--- config.mk ---
export PLATFORM = sky130hd
export DESIGN_NAME = cpu_pwm_unit
export DESIGN_NICKNAME = d
export VERILOG_FILES = /design/src/rtl/cpu_pkg.sv /design/src/rtl/cpu_pwm_unit.sv
export SDC_FILE = /design/constraint.sdc
export NUM_CORES = 1
export LEC_CHECK = 0
export BUFFER_PORTS_ARGS = -buffer_cell sky130_fd_sc_hd__buf_2
export CAP_MARGIN = 20
export CORE_MARGIN = 3
export CORE_UTILIZATION = 55
export DETAILED_ROUTE_END_ITERATION = 7
export HOLD_SLACK_MARGIN = 0.1
export PLACE_DENSITY = 0.77
export SETUP_SLACK_MARGIN = 0.05
export SLEW_MARGIN = 30
export SYNTH_ARGS = -nofsm -noshare
export SYNTH_HDL_FRONTEND = slang
export SYNTH_SLANG_ARGS = --single-unit
--- constraint.sdc ---
create_clock -name CORE_CLK -period 3 [get_ports CORE_CLK]
set_input_delay 0 -clock CORE_CLK [delete_from_list [all_inputs] [get_ports CORE_CLK]]
set_output_delay 0 -clock CORE_CLK [all_outputs]
set_load 0.01 [all_outputs]
--- src/rtl/cpu_pkg.sv ---
package cpu_pkg;
	// ----------------------------------------
	// Register map (byte offsets on the plain port)
	// ----------------------------------------
	localparam logic [7:0] ADDR_UNIT_CONTROL = 8'h17;
	localparam logic [7:0] ADDR_DUTY_LOW = 8'h15;
	localparam logic [7:0] ADDR_DUTY_SHADOW = 8'h16;
	localparam logic [7:0] ADDR_PERIOD_REG = 8'h92;
	localparam logic [7:0] ADDR_PERIOD_TIMER = 8'h11;
	localparam logic [7:0] ADDR_TIMER_CTRL = 8'h12;
	localparam logic [7:0] ADDR_PIN_DIR = 8'h87;
	localparam logic [7:0] ADDR_STATUS = 8'h0c;

	// ----------------------------------------
	// Field positions and reset values
	// ----------------------------------------
	localparam int CTL_DLSB_HI = 5;
	localparam int CTL_DLSB_LO = 4;
	localparam int TCTL_ON_BIT = 2;
	localparam int PIN_DIR_BIT = 2;
	localparam logic [3:0] MODE_PWM_A = 4'hc;
	localparam logic [1:0] MODE_PWM_HI = 2'h3;
	localparam logic [7:0] RST_ZERO = 8'h00;
	localparam logic [7:0] RST_PERIOD = 8'hff;
	localparam logic [7:0] RST_DIR = 8'hff;
	localparam logic [1:0] PRE_DIV1 = 2'h0;
	localparam logic [1:0] PRE_DIV4 = 2'h1;
	localparam logic [3:0] POST_ONE = 4'h0;
	localparam logic [1:0] ONE2 = 2'h1;
	localparam logic [3:0] ONE4 = 4'h1;
	localparam logic [7:0] ONE8 = 8'h01;
	localparam int CTL_MODE_HI = 3;
	localparam int CTL_MODE_LO = 0;
	localparam int CTL_PWM_LO = 2;
	localparam int PRE_SEL_HI = 1;
	localparam int PRE_SEL_LO = 0;
	localparam int POST_HI = 6;
	localparam int POST_LO = 3;
	localparam int STATUS_FLAG_BIT = 0;
	localparam logic [3:0] MODE_OFF = 4'h0;
	localparam logic [1:0] PRE_ZERO = 2'h0;
	localparam logic [1:0] PRE_WRAP = 2'h3;
	localparam logic [9:0] ON_TIME_ZERO = 10'h000;

	// ----------------------------------------
	// Types
	// ----------------------------------------
	typedef enum logic [1:0] {
		CPU_OFF,
		CPU_CAPTURE,
		CPU_COMPARE,
		CPU_PWM
	} cpu_mode_t;

	typedef struct packed {
		logic [7:0] addr;
		logic [7:0] wdata;
		logic wr;
		logic rd;
	} cpu_bus_t;
endpackage : cpu_pkg

--- src/rtl/cpu_pwm_unit.sv ---
// The implementer's own choice: strobed register access.
`timescale 1ns/1ns
module cpu_pwm_unit (
	input wire logic CORE_CLK,
	input wire logic RST_N,
	input wire logic [7:0] ADDR,
	input wire logic [7:0] WDATA,
	input wire logic WR,
	input wire logic RD,
	output logic [7:0] RDATA,
	output logic PIN_OUT,
	output logic PIN_OE,
	output logic PERIOD_FLAG
);
	// ----------------------------------------
	// State
	// ----------------------------------------
	cpu_pkg::cpu_bus_t bus;
	logic [7:0] ctl_reg;
	logic [7:0] duty_low_reg;
	logic [7:0] duty_shadow_reg;
	logic [1:0] hidden_lsb_reg;
	logic [7:0] period_reg;
	logic [7:0] timer_reg;
	logic [7:0] timer_next;
	logic [7:0] tctl_reg;
	logic [7:0] dir_reg;
	logic [1:0] pre_reg;
	logic [3:0] post_reg;
	logic latch_reg;
	logic flag_reg;
	logic [7:0] rdata_next;
	cpu_pkg::cpu_mode_t mode;
	logic pwm_on;
	logic timer_run;
	logic tick;
	logic match;
	logic [9:0] ext_count;
	logic [9:0] on_time;
	logic [1:0] pre_next;
	logic period_end;
	logic post_done;
	logic status_wr;
	logic [9:0] next_on_time;

	assign bus = '{addr: ADDR, wdata: WDATA, wr: WR, rd: RD};

	// ----------------------------------------
	// Helper functions
	// ----------------------------------------

	// Address compare shared by all registers
	function automatic logic hit(input logic [7:0] a,
		input logic [7:0] b);
		hit = (a == b);
	endfunction : hit

	// Write strobe aimed at one register
	function automatic logic wr_to(input cpu_pkg::cpu_bus_t b,
		input logic [7:0] a);
		wr_to = b.wr && hit(b.addr, a);
	endfunction : wr_to

	// Ten-bit on-time from a duty byte and two low bits
	function automatic logic [9:0] join_on_time(input logic [7:0] duty,
		input logic [1:0] lsb);
		join_on_time = {duty, lsb};
	endfunction : join_on_time

	// Timer extended by the quarter-cycle count
	function automatic logic [9:0] ext_of(input logic [7:0] timer,
		input logic [1:0] quarter);
		ext_of = {timer, quarter};
	endfunction : ext_of

	// ----------------------------------------
	// Mode decode
	// ----------------------------------------
	// Mode field: 0000 off, 11xx selects PWM, other 0xxx capture, 10xx compare
	always_comb begin
		if (ctl_reg[cpu_pkg::CTL_MODE_HI:cpu_pkg::CTL_MODE_LO] ==
			cpu_pkg::MODE_OFF)
			mode = cpu_pkg::CPU_OFF;
		else if (ctl_reg[cpu_pkg::CTL_MODE_HI:cpu_pkg::CTL_PWM_LO] ==
			cpu_pkg::MODE_PWM_HI)
			mode = cpu_pkg::CPU_PWM;
		else if (!ctl_reg[cpu_pkg::CTL_MODE_HI])
			mode = cpu_pkg::CPU_CAPTURE;
		else
			mode = cpu_pkg::CPU_COMPARE;
	end

	assign pwm_on = (mode == cpu_pkg::CPU_PWM);
	assign timer_run = tctl_reg[cpu_pkg::TCTL_ON_BIT];

	// ----------------------------------------
	// Prescaler and period timer
	// ----------------------------------------
	// Prescaler bits extend the timer to ten bits
	always_comb begin
		tick = 1'b0;
		if (timer_run) begin
			case (tctl_reg[cpu_pkg::PRE_SEL_HI:cpu_pkg::PRE_SEL_LO])
			cpu_pkg::PRE_DIV1: tick = 1'b1;
			cpu_pkg::PRE_DIV4: tick = (pre_reg == cpu_pkg::PRE_WRAP);
			default: tick = (pre_reg == cpu_pkg::PRE_WRAP);
			endcase
		end
	end

	// ----------------------------------------
	// Period end, strobes and compare values
	// ----------------------------------------
	assign match = (timer_reg == period_reg);
	assign period_end = tick && match;
	assign post_done = (post_reg ==
		tctl_reg[cpu_pkg::POST_HI:cpu_pkg::POST_LO]);
	// On-time that the coming period will use
	assign next_on_time = join_on_time(duty_low_reg,
		ctl_reg[cpu_pkg::CTL_DLSB_HI:cpu_pkg::CTL_DLSB_LO]);
	// Count the timer is about to show; comparing the current count
	// would hold the pin high one clock longer than the on-time
	assign ext_count = ext_of(timer_next, pre_next);
	assign on_time = join_on_time(duty_shadow_reg, hidden_lsb_reg);
	assign status_wr = wr_to(bus, cpu_pkg::ADDR_STATUS);

	// Quarter-cycle count advances every clock while the timer runs;
	// the divide-by-one prescale still uses it for the low bits
	always_comb begin
		pre_next = pre_reg;
		if (timer_run)
			pre_next = pre_reg + cpu_pkg::ONE2;
	end

	// Next timer value: clear on the increment after match
	always_comb begin
		timer_next = timer_reg;
		if (tick) begin
			if (match)
				timer_next = cpu_pkg::RST_ZERO;
			else
				timer_next = timer_reg + cpu_pkg::ONE8;
		end
	end

	// Quarter-cycle counter below the timer
	always_ff @(posedge CORE_CLK or negedge RST_N) begin
		if (!RST_N)
			pre_reg <= cpu_pkg::PRE_ZERO;
		else
			pre_reg <= pre_next;
	end

	// Timer register with software write
	always_ff @(posedge CORE_CLK or negedge RST_N) begin
		if (!RST_N)
			timer_reg <= cpu_pkg::RST_ZERO;
		else if (bus.wr && hit(bus.addr, cpu_pkg::ADDR_PERIOD_TIMER))
			timer_reg <= bus.wdata;
		else
			timer_reg <= timer_next;
	end

	// ----------------------------------------
	// Postscaler and period flag
	// ----------------------------------------
	// Postscaler paces only the period flag
	always_ff @(posedge CORE_CLK or negedge RST_N) begin
		if (!RST_N) begin
			post_reg <= cpu_pkg::POST_ONE;
		end else if (period_end) begin
			if (post_done)
				post_reg <= cpu_pkg::POST_ONE;
			else
				post_reg <= post_reg + cpu_pkg::ONE4;
		end
	end

	// Hardware set wins over a software write in the same clock,
	// so no period end is lost
	always_ff @(posedge CORE_CLK or negedge RST_N) begin
		if (!RST_N)
			flag_reg <= 1'b0;
		else if (period_end && post_done)
			flag_reg <= 1'b1;
		else if (status_wr)
			flag_reg <= bus.wdata[cpu_pkg::STATUS_FLAG_BIT];
	end

	// ----------------------------------------
	// Software registers
	// ----------------------------------------
	// Control: mode field and the two duty low bits
	always_ff @(posedge CORE_CLK or negedge RST_N) begin
		if (!RST_N)
			ctl_reg <= cpu_pkg::RST_ZERO;
		else if (wr_to(bus, cpu_pkg::ADDR_UNIT_CONTROL))
			ctl_reg <= bus.wdata;
	end

	// Duty low byte, writable at any time
	always_ff @(posedge CORE_CLK or negedge RST_N) begin
		if (!RST_N)
			duty_low_reg <= cpu_pkg::RST_ZERO;
		else if (wr_to(bus, cpu_pkg::ADDR_DUTY_LOW))
			duty_low_reg <= bus.wdata;
	end

	// Period register
	always_ff @(posedge CORE_CLK or negedge RST_N) begin
		if (!RST_N)
			period_reg <= cpu_pkg::RST_PERIOD;
		else if (wr_to(bus, cpu_pkg::ADDR_PERIOD_REG))
			period_reg <= bus.wdata;
	end

	// Timer control: run bit, prescale select, postscale count
	always_ff @(posedge CORE_CLK or negedge RST_N) begin
		if (!RST_N)
			tctl_reg <= cpu_pkg::RST_ZERO;
		else if (wr_to(bus, cpu_pkg::ADDR_TIMER_CTRL))
			tctl_reg <= bus.wdata;
	end

	// Pin direction; only one bit steers the PWM pin
	always_ff @(posedge CORE_CLK or negedge RST_N) begin
		if (!RST_N)
			dir_reg <= cpu_pkg::RST_DIR;
		else if (wr_to(bus, cpu_pkg::ADDR_PIN_DIR))
			dir_reg <= bus.wdata;
	end

	// ----------------------------------------
	// Double buffer of the on-time
	// ----------------------------------------
	// Shadow loads at period end in PWM; writable otherwise
	always_ff @(posedge CORE_CLK or negedge RST_N) begin
		if (!RST_N)
			duty_shadow_reg <= cpu_pkg::RST_ZERO;
		else if (pwm_on && period_end)
			duty_shadow_reg <= duty_low_reg;
		else if (!pwm_on && wr_to(bus, cpu_pkg::ADDR_DUTY_SHADOW))
			duty_shadow_reg <= bus.wdata;
	end

	// Hidden two-bit latch, never visible to software
	always_ff @(posedge CORE_CLK or negedge RST_N) begin
		if (!RST_N)
			hidden_lsb_reg <= cpu_pkg::PRE_ZERO;
		else if (pwm_on && period_end)
			hidden_lsb_reg <=
				ctl_reg[cpu_pkg::CTL_DLSB_HI:cpu_pkg::CTL_DLSB_LO];
	end

	// ----------------------------------------
	// Output latch
	// ----------------------------------------
	// Set at period start, cleared on on-time match
	always_ff @(posedge CORE_CLK or negedge RST_N) begin
		if (!RST_N) begin
			latch_reg <= 1'b0;
		end else if (!pwm_on) begin
			latch_reg <= 1'b0;
		end else if (period_end) begin
			// Next period on-time is the value being loaded
			latch_reg <= (next_on_time != cpu_pkg::ON_TIME_ZERO);
		end else if (timer_run && ext_count == on_time) begin
			// An on-time past the period never matches: pin stays high
			latch_reg <= 1'b0;
		end
	end

	// ----------------------------------------
	// Pin drive
	// ----------------------------------------
	// Pin level follows the output latch one clock later
	always_ff @(posedge CORE_CLK or negedge RST_N) begin
		if (!RST_N)
			PIN_OUT <= 1'b0;
		else
			PIN_OUT <= latch_reg;
	end

	// Pin driven only while the direction bit is clear
	always_ff @(posedge CORE_CLK or negedge RST_N) begin
		if (!RST_N)
			PIN_OE <= 1'b0;
		else
			PIN_OE <= ~dir_reg[cpu_pkg::PIN_DIR_BIT];
	end

	// Registered copy of the period flag
	always_ff @(posedge CORE_CLK or negedge RST_N) begin
		if (!RST_N)
			PERIOD_FLAG <= 1'b0;
		else
			PERIOD_FLAG <= flag_reg;
	end

	// ----------------------------------------
	// Read path
	// ----------------------------------------
	// Read mux, unmapped reads return zero
	always_comb begin
		rdata_next = cpu_pkg::RST_ZERO;
		case (bus.addr)
		cpu_pkg::ADDR_UNIT_CONTROL: rdata_next = ctl_reg;
		cpu_pkg::ADDR_DUTY_LOW: rdata_next = duty_low_reg;
		cpu_pkg::ADDR_DUTY_SHADOW: rdata_next = duty_shadow_reg;
		cpu_pkg::ADDR_PERIOD_REG: rdata_next = period_reg;
		cpu_pkg::ADDR_PERIOD_TIMER: rdata_next = timer_reg;
		cpu_pkg::ADDR_TIMER_CTRL: rdata_next = tctl_reg;
		cpu_pkg::ADDR_PIN_DIR: rdata_next = dir_reg;
		cpu_pkg::ADDR_STATUS: rdata_next = {7'h00, flag_reg};
		default: rdata_next = cpu_pkg::RST_ZERO;
		endcase
	end

	// Read data stands one cycle after the strobe only
	always_ff @(posedge CORE_CLK or negedge RST_N) begin
		if (!RST_N)
			RDATA <= cpu_pkg::RST_ZERO;
		else if (bus.rd)
			RDATA <= rdata_next;
		else
			RDATA <= cpu_pkg::RST_ZERO;
	end
endmodule : cpu_pwm_unit

==> metrics, run 1 <==
status=complete, no violations; Final nets=around 410; all-layer global routing usage=about 25%; Max Freq=approximately 0.43 GHz; initial antenna violation count=0; pre-CTS setup slack=slightly below 700 ps; Cells after Synth=348; starting density of the core=57.9%; CTS resizes=0; Design Area, Final=between 4000 and 5000 um2; # Post-CTS Setup Buffers=0; GRT overflow=0; Avg Cell Area, Syn=11.6 um2; H-tree depth=3; post-route setup TNS=0 ps; Worst-Margin Slew=between 700 and 800 ps; Max FO, Critical Path=10; hold_sp=ADDR[6]; vias per std cell=approximately 6.3; critical path arrival=2580 ps; die height=91.5 um; Max IR drop VDD=approximately 510 uV; Seq/Total Area, Yosys=between 40% and 50%; Worst setup SP type=register; worst min path class=input pin to register; final core occ=between 60% and 70%; Worst slew margin=49.0%; final setup fails=0; largest cells by area after synthesis=dfrtp_1 38%, mux2_2 15%, dfstp_2 10%; final hold slack=~140 ps; reg2reg start=pre_reg[0]; CTS buffer count=9; flops & latches, synth=between 70 and 80; DR iter-0 viols=about 280; critical path data required time=3230 ps; Final min period=between 2000 and 2500 ps; Critical R2R Capture=latch_reg; Cell Area, Placed=between 4000 and 5000 um2; buffer depth of the longest clock path=2; Netlist Area Pre-Place=4020 um2; DRC=0; vias=approximately 3100; vias in the first global route=a little over 3000; Clk Latency, worst-skew pair=about 360 ps; Max Transition Viols Final=0; most common flop cell mapped by yosys=dfrtp_1; R2R cell count=6; Yosys cell types=55; share of the synthesized area in the top cell type=a little under two fifths; cell taking the most area after synthesis=dfrtp_1; final worst path period share=approximately 78%; syn_nets=about 370; DPL Wire Length=approximately 7000 um; RSZ-0062 raised after global routing=no; IO Pins=31; largest net degree at the start of global routing=approximately 80; CTS tree=yes; Crit Path Category=register to register; WHS Endpoint=RDATA[0]; die width=just over 90 um; Initial DRT Pass Iterations=6; flop-to-flop setup slack=between 600 and 700 ps; Async SR Flop Fraction=100%; most frequent cell after synthesis=dfrtp_1; Clock Sinks=77; Inserted Diodes=0; GPL Wtd Cong=about 0.93; row count=30; Post-synth EDFFs=0; Max-Cap Viols=0; die area=8380 um2; top cells by count, synth=61 x dfrtp_1, 52 x mux2_2, 34 x nand2_1, 21 x xnor2_1, 16 x dfstp_2; crit end category=register; clock root buffer=clkbuf_8; CORE AREA=6940 um2; Static Leakage=around 0.0020 uW; CTS clk-pin slew, worst paths=80 ps; setup ws final=around 650 ps; Routed WL=around 10000 um; P&R area growth vs syn=13.3%; Ys Warns=0; first-pass GRT wire length=16400 um; total power per unit cell area=around 600 nW/um2; share of cells above drive strength 1=33.0%; Fin. Hold Viols=0; average wire per standard cell=~20 um; PortBufs=30; Fin Clk Skew=11.7 ps; ANT nets after route=0; hold path cells=6
[worst max-delay path: stages (launching register included)]
cell,delay [ps]
dfrtp_1,400
ha_1,190
o21bai_2,160
nand2_1,210
or4_4,670
a2111oi_0,460
a31oi_1,140
[stage by stage]
stage	total power, uW	cells
after floorplan	1690	348
after global placement	1820	460
after detailed placement	1830	460
after CTS	2700	487
after global routing	2810	487
final	2690	487
[where the power goes]
group / switching [uW] / internal [uW] / leakage, uW / total, uW
clock network: 386 / 468 / 0.000107 / 854
logic: 260 / 285 / 0.000958 / 545
registers: 145 / 1140 / 0.000967 / 1290
[per-layer routing]
layer / GRT usage, % / wire [um] / up-vias / share of wire [%]
li1: - / - / 1371 / -
met1: 33.5 / 4350 / 1541 / 44
met2: 40.2 / 4800 / 110 / 48
met3: 6.05 / 550 / 32 / 5.5
met4: 10.6 / 265 / 0 / 2.7
met5: 0 / 0 / - / 0
[logic make-up after synthesis]
family,after synthesis,synth area share (%)
fa+ha+maj,3,0.933
flops,77,48.4
compound gates,57,10.8
buf+inv,19,2.52
simple gates,103,14.1
xor+xnor,28,6.53
mux,61,16.8
[cell usage in the layout, fill, tap and decap left out, types with 2 or more instances in the layout]
cell type	instances
xnor2_1	21
or3_1	2
ha_1	3
nor3_1	3
nor2_1	14
dfstp_2	16
xor2_1	6
nand2b_1	2
clkbuf_8	9
a221o_1	8
nand4_1	6
nor3b_2	2
nand3_1	7
bufinv_16	2
o21ai_0	4
nor4_1	3
a21o_1	2
buf_2	29
inv_1	2
clkinv_2	2
and4_1	3
dfrtp_1	61
and2_1	2
mux2i_1	9
a31oi_1	2
a21oi_1	15
nand2_1	34
and3_1	9
a221oi_1	2
o31ai_1	8
mux2_2	52
nor2b_1	3
buf_4	3
dlygate4sd3_1	11
a222oi_1	8
[worst max-delay path by stage]
stage / from / end / cells past startpoint
2_1_floorplan: pre_reg[0] / post_reg[3] / 8
3_3_place_gp: pre_reg[0] / duty_shadow_reg[7] / 6
3_5_place_dp: pre_reg[0] / duty_shadow_reg[2] / 6
4_1_cts: pre_reg[0] / duty_shadow_reg[2] / 6
5_1_grt: pre_reg[0] / latch_reg / 6
6_report: pre_reg[0] / latch_reg / 6
[cell type report]
type / instances / area [um2]
Clock inverter: 6 / 86.3
Inverter: 2 / 7.51
Sequential cell: 77 / 1950
Timing Repair Buffer: 44 / 289
Tap cell: 96 / 120
Clock buffer: 10 / 128
Multi-Input combinational cell: 252 / 1980
Fill cell: 535 / 2380
[repair_timing]
| item | 4_1_cts | 5_1_grt |
|---|---|---|
| endpoints found under the setup margin | 0 | 0 |
| hold endpoints to repair | 125 | 0 |
| hold buffers | 11 | 0 |
Power figures use the tool's default switching activity.
==> inputs of run 2 (changes only) <==
- ABC_AREA: not set -> 1
- CORE_UTILIZATION: 55 -> 54
- PLACE_DENSITY: 0.77 -> 0.79
- clock period: 3 -> 2.15 ns (I/O delays scaled with it)
==> metrics, run 2 <==
Routed WL=10800 um (+8.5%); Max-Cap Viols=0 (unchanged); row count=30 (unchanged); share of the synthesized area in the top cell type=37.7% (-0.22 points); Clock Sinks=77 (unchanged); vias=3699 (+21%); WHS Endpoint=RDATA[5]; Final min period=1980 ps (-370 ps); GPL Wtd Cong=0.963 (+3.4%); ANT nets after route=0 (unchanged); Critical R2R Capture=latch_reg; average wire per standard cell=16.7 um (-18%); Worst slew margin=55.6% (+6.6 points); CTS tree=yes; critical path arrival=2220 ps (-360 ps); Static Leakage=0.00224 uW (+10%); Inst Count DP=618 (+34%); post-route setup TNS=0 ps (unchanged); IO Pins=31 (unchanged); cell taking the most area after synthesis=dfrtp_1; commonest non-fill, non-tap cell in the layout=nand2_1; CTS buffer count=9 (unchanged); starting density of the core=57.7% (-0.28 points); DR iter-0 viols=375 (+35%); hold_sp=ADDR[4]; H-tree depth=3 (unchanged); Post-synth EDFFs=0 (unchanged); most common flop cell mapped by yosys=dfrtp_1; vias per std cell=5.72 (-8.8%); share of cells above drive strength 1=16.2% (-17 points); Max FO, Critical Path=4 (-6); Clk Latency, worst-skew pair=350 ps (about the same); Crit Path Category=register to register; crit end category=register; Max Transition Viols Final=0 (unchanged); critical path data required time=2390 ps (-840 ps); status=complete, no violations; Netlist Area Pre-Place=4050 um2 (+0.59%); worst min path class=input pin to register; final worst path period share=92.1% (+14 points); vias in the first global route=3589 (+17%); flop-to-flop setup slack=170 ps (-480 ps); Inserted Diodes=0 (unchanged); buffer depth of the longest clock path=2 (unchanged); most frequent cells in the layout=145 x nand2_1, 65 x inv_1, 61 x dfrtp_1; R2R cell count=14 (+8); CP bufs+invs=1 (+1); initial antenna violation count=0 (unchanged); GRT overflow=0 (unchanged); Avg Cell Area, Syn=8.14 um2 (-30%); largest net degree at the start of global routing=43 (-45%); Worst-Margin Slew=660 ps (-99.9 ps); PortBufs=30 (unchanged); final hold slack=146 ps (+6.68 ps); Seq/Total Area, Yosys=48.1% (-0.28 points); Pwr Total=3950 uW (+47%); all-layer global routing usage=26.6% (+1.2 points); fillcell total=568 (+6.2%); die area=8570 um2 (+2.3%); most frequent cell after synthesis=nand2_1; P&R area growth vs syn=15.2%; top cells by count, synth=146 x nand2_1, 65 x inv_1, 61 x dfrtp_1, 52 x o21ai_0; most frequent CP cell=nand2_1; Ys Warns=0 (unchanged); largest cells by area after synthesis=dfrtp_1 38%, nand2_1 14%, dfstp_2 10%; reg2reg start=pre_reg[0]; syn_nets=520 (+40%); total power per unit cell area=848 nW/um2 (+44%); crit-path leading delay family=simple AND/OR/NAND/NOR gates; Max Freq=0.505 GHz (+19%); Async SR Flop Fraction=100% (unchanged); DRC=0 (unchanged); hold path cells=6 (unchanged); Final nets=569 (+39%); die height=92.6 um (+1.1%); final setup fails=0 (unchanged); Critical Path Max Stage Delay=420 ps (-250 ps); CORE AREA=7020 um2 (+1.1%); CTS clk-pin slew, worst paths=80 ps (about the same); Fin Clk Skew=5.29 ps (-6.42 ps); worst path cell trace=ha_1 > inv_1 > nand2_1 > nand2_1 > xor2_2 > nand2_1 > nand2_1 > nand2_1 > nor2_1 > nand2_1 > nor2_2 > nand2_1 > nand2_1 > nand2_1; Worst setup SP type=register; die width=92.6 um (+1.1%); flops & latches, synth=77 (unchanged); Yosys cell types=44 (-20%); Critical-path top delay cell=dfrtp_1; Fin. Hold Viols=0 (unchanged); first-pass GRT wire length=17600 um (+7.8%); Initial DRT Pass Iterations=6 (unchanged); Max IR drop VDD=389 uV (-24%); clock root buffer=clkbuf_8; DPL Wire Length=8100 um (+14%); Finished Layout Cells=647 (+33%); Cells after Synth=497 (+43%); WP depth=14 (+8); RSZ-0062 raised after global routing=yes
run 2: cell families after synthesis:
| family | share of synthesized area (%) |
|---|---|
| xor gates and xnor gates | 2.16 |
| adders and majority gates | 0.927 |
| AOI/OAI and AO/OA | 16.6 |
| buffers and inverters | 7.64 |
| DFF | 48.1 |
| and+or+nand+nor | 24.6 |
run 2: what timing repair did:
item | CTS | global route
hold buffers | 13 | 0
setup buffers | 0 | 0
hold endpoints to repair | 95 | 0
endpoints found under the setup margin | 0 | 8
resized for setup | 0 | 3
run 2: worst max path at each step:
stage | slack, ps | end | start
2_1_floorplan | 450 | latch_reg | pre_reg[0]
3_3_place_gp | 200 | latch_reg | pre_reg[0]
3_5_place_dp | 170 | latch_reg | pre_reg[0]
4_1_cts | 140 | latch_reg | pre_reg[0]
5_1_grt | 40 | latch_reg | pre_reg[0]
6_report | 170 | latch_reg | pre_reg[0]
run 2: power by group:
part / leakage (uW) / internal, uW / total (uW) / switching (uW)
registers: 0.000939 / 1620 / 1810 / 188
logic: 0.00119 / 345 / 928 / 583
clock network: 0.000107 / 685 / 1210 / 527
total: 0.00224 / 2650 / 3950 / 1300
run 2: per-layer routing:
layer / share of wire (%) / track usage [%] / up-vias
met4: 3.2 / 13.1 / 0
met3: 8.1 / 4.31 / 32
met5: 0 / 0 / -
li1: - / - / 1752
met2: 47 / 41.9 / 162
met1: 42 / 35.8 / 1753
run 2: area by class of cell:
cell class                 count  area (um2)  area share, %
sequential                    77        1950           41.8
multi-input combinational    342        1810           38.8
timing repair buffer          46         305           6.55
tap                           96         120           2.58
clock inverter                 4        72.6           1.56
clock buffer                  12         145           3.11
inverter                      70         263           5.64
run 2: worst register-to-register path, cell delays in order, from the launching register on:
cell,delay [ps]
dfrtp_1,420
ha_1,220
inv_1,120
nand2_1,140
nand2_1,190
xor2_2,190
nand2_1,100
nand2_1,90
nand2_1,50
nor2_1,80
nand2_1,70
nor2_2,70
nand2_1,50
nand2_1,50
nand2_1,40
run 2: metrics by stage:
stage                     util, %  cell area, um2  setup slack, ps
final                        66.4            4660              169
after global routing         66.4            4660             39.0
after CTS                    66.2            4640              137
after detailed placement     61.2            4300              173
after global placement       61.2            4300              196
after floorplan                 -            4050              451
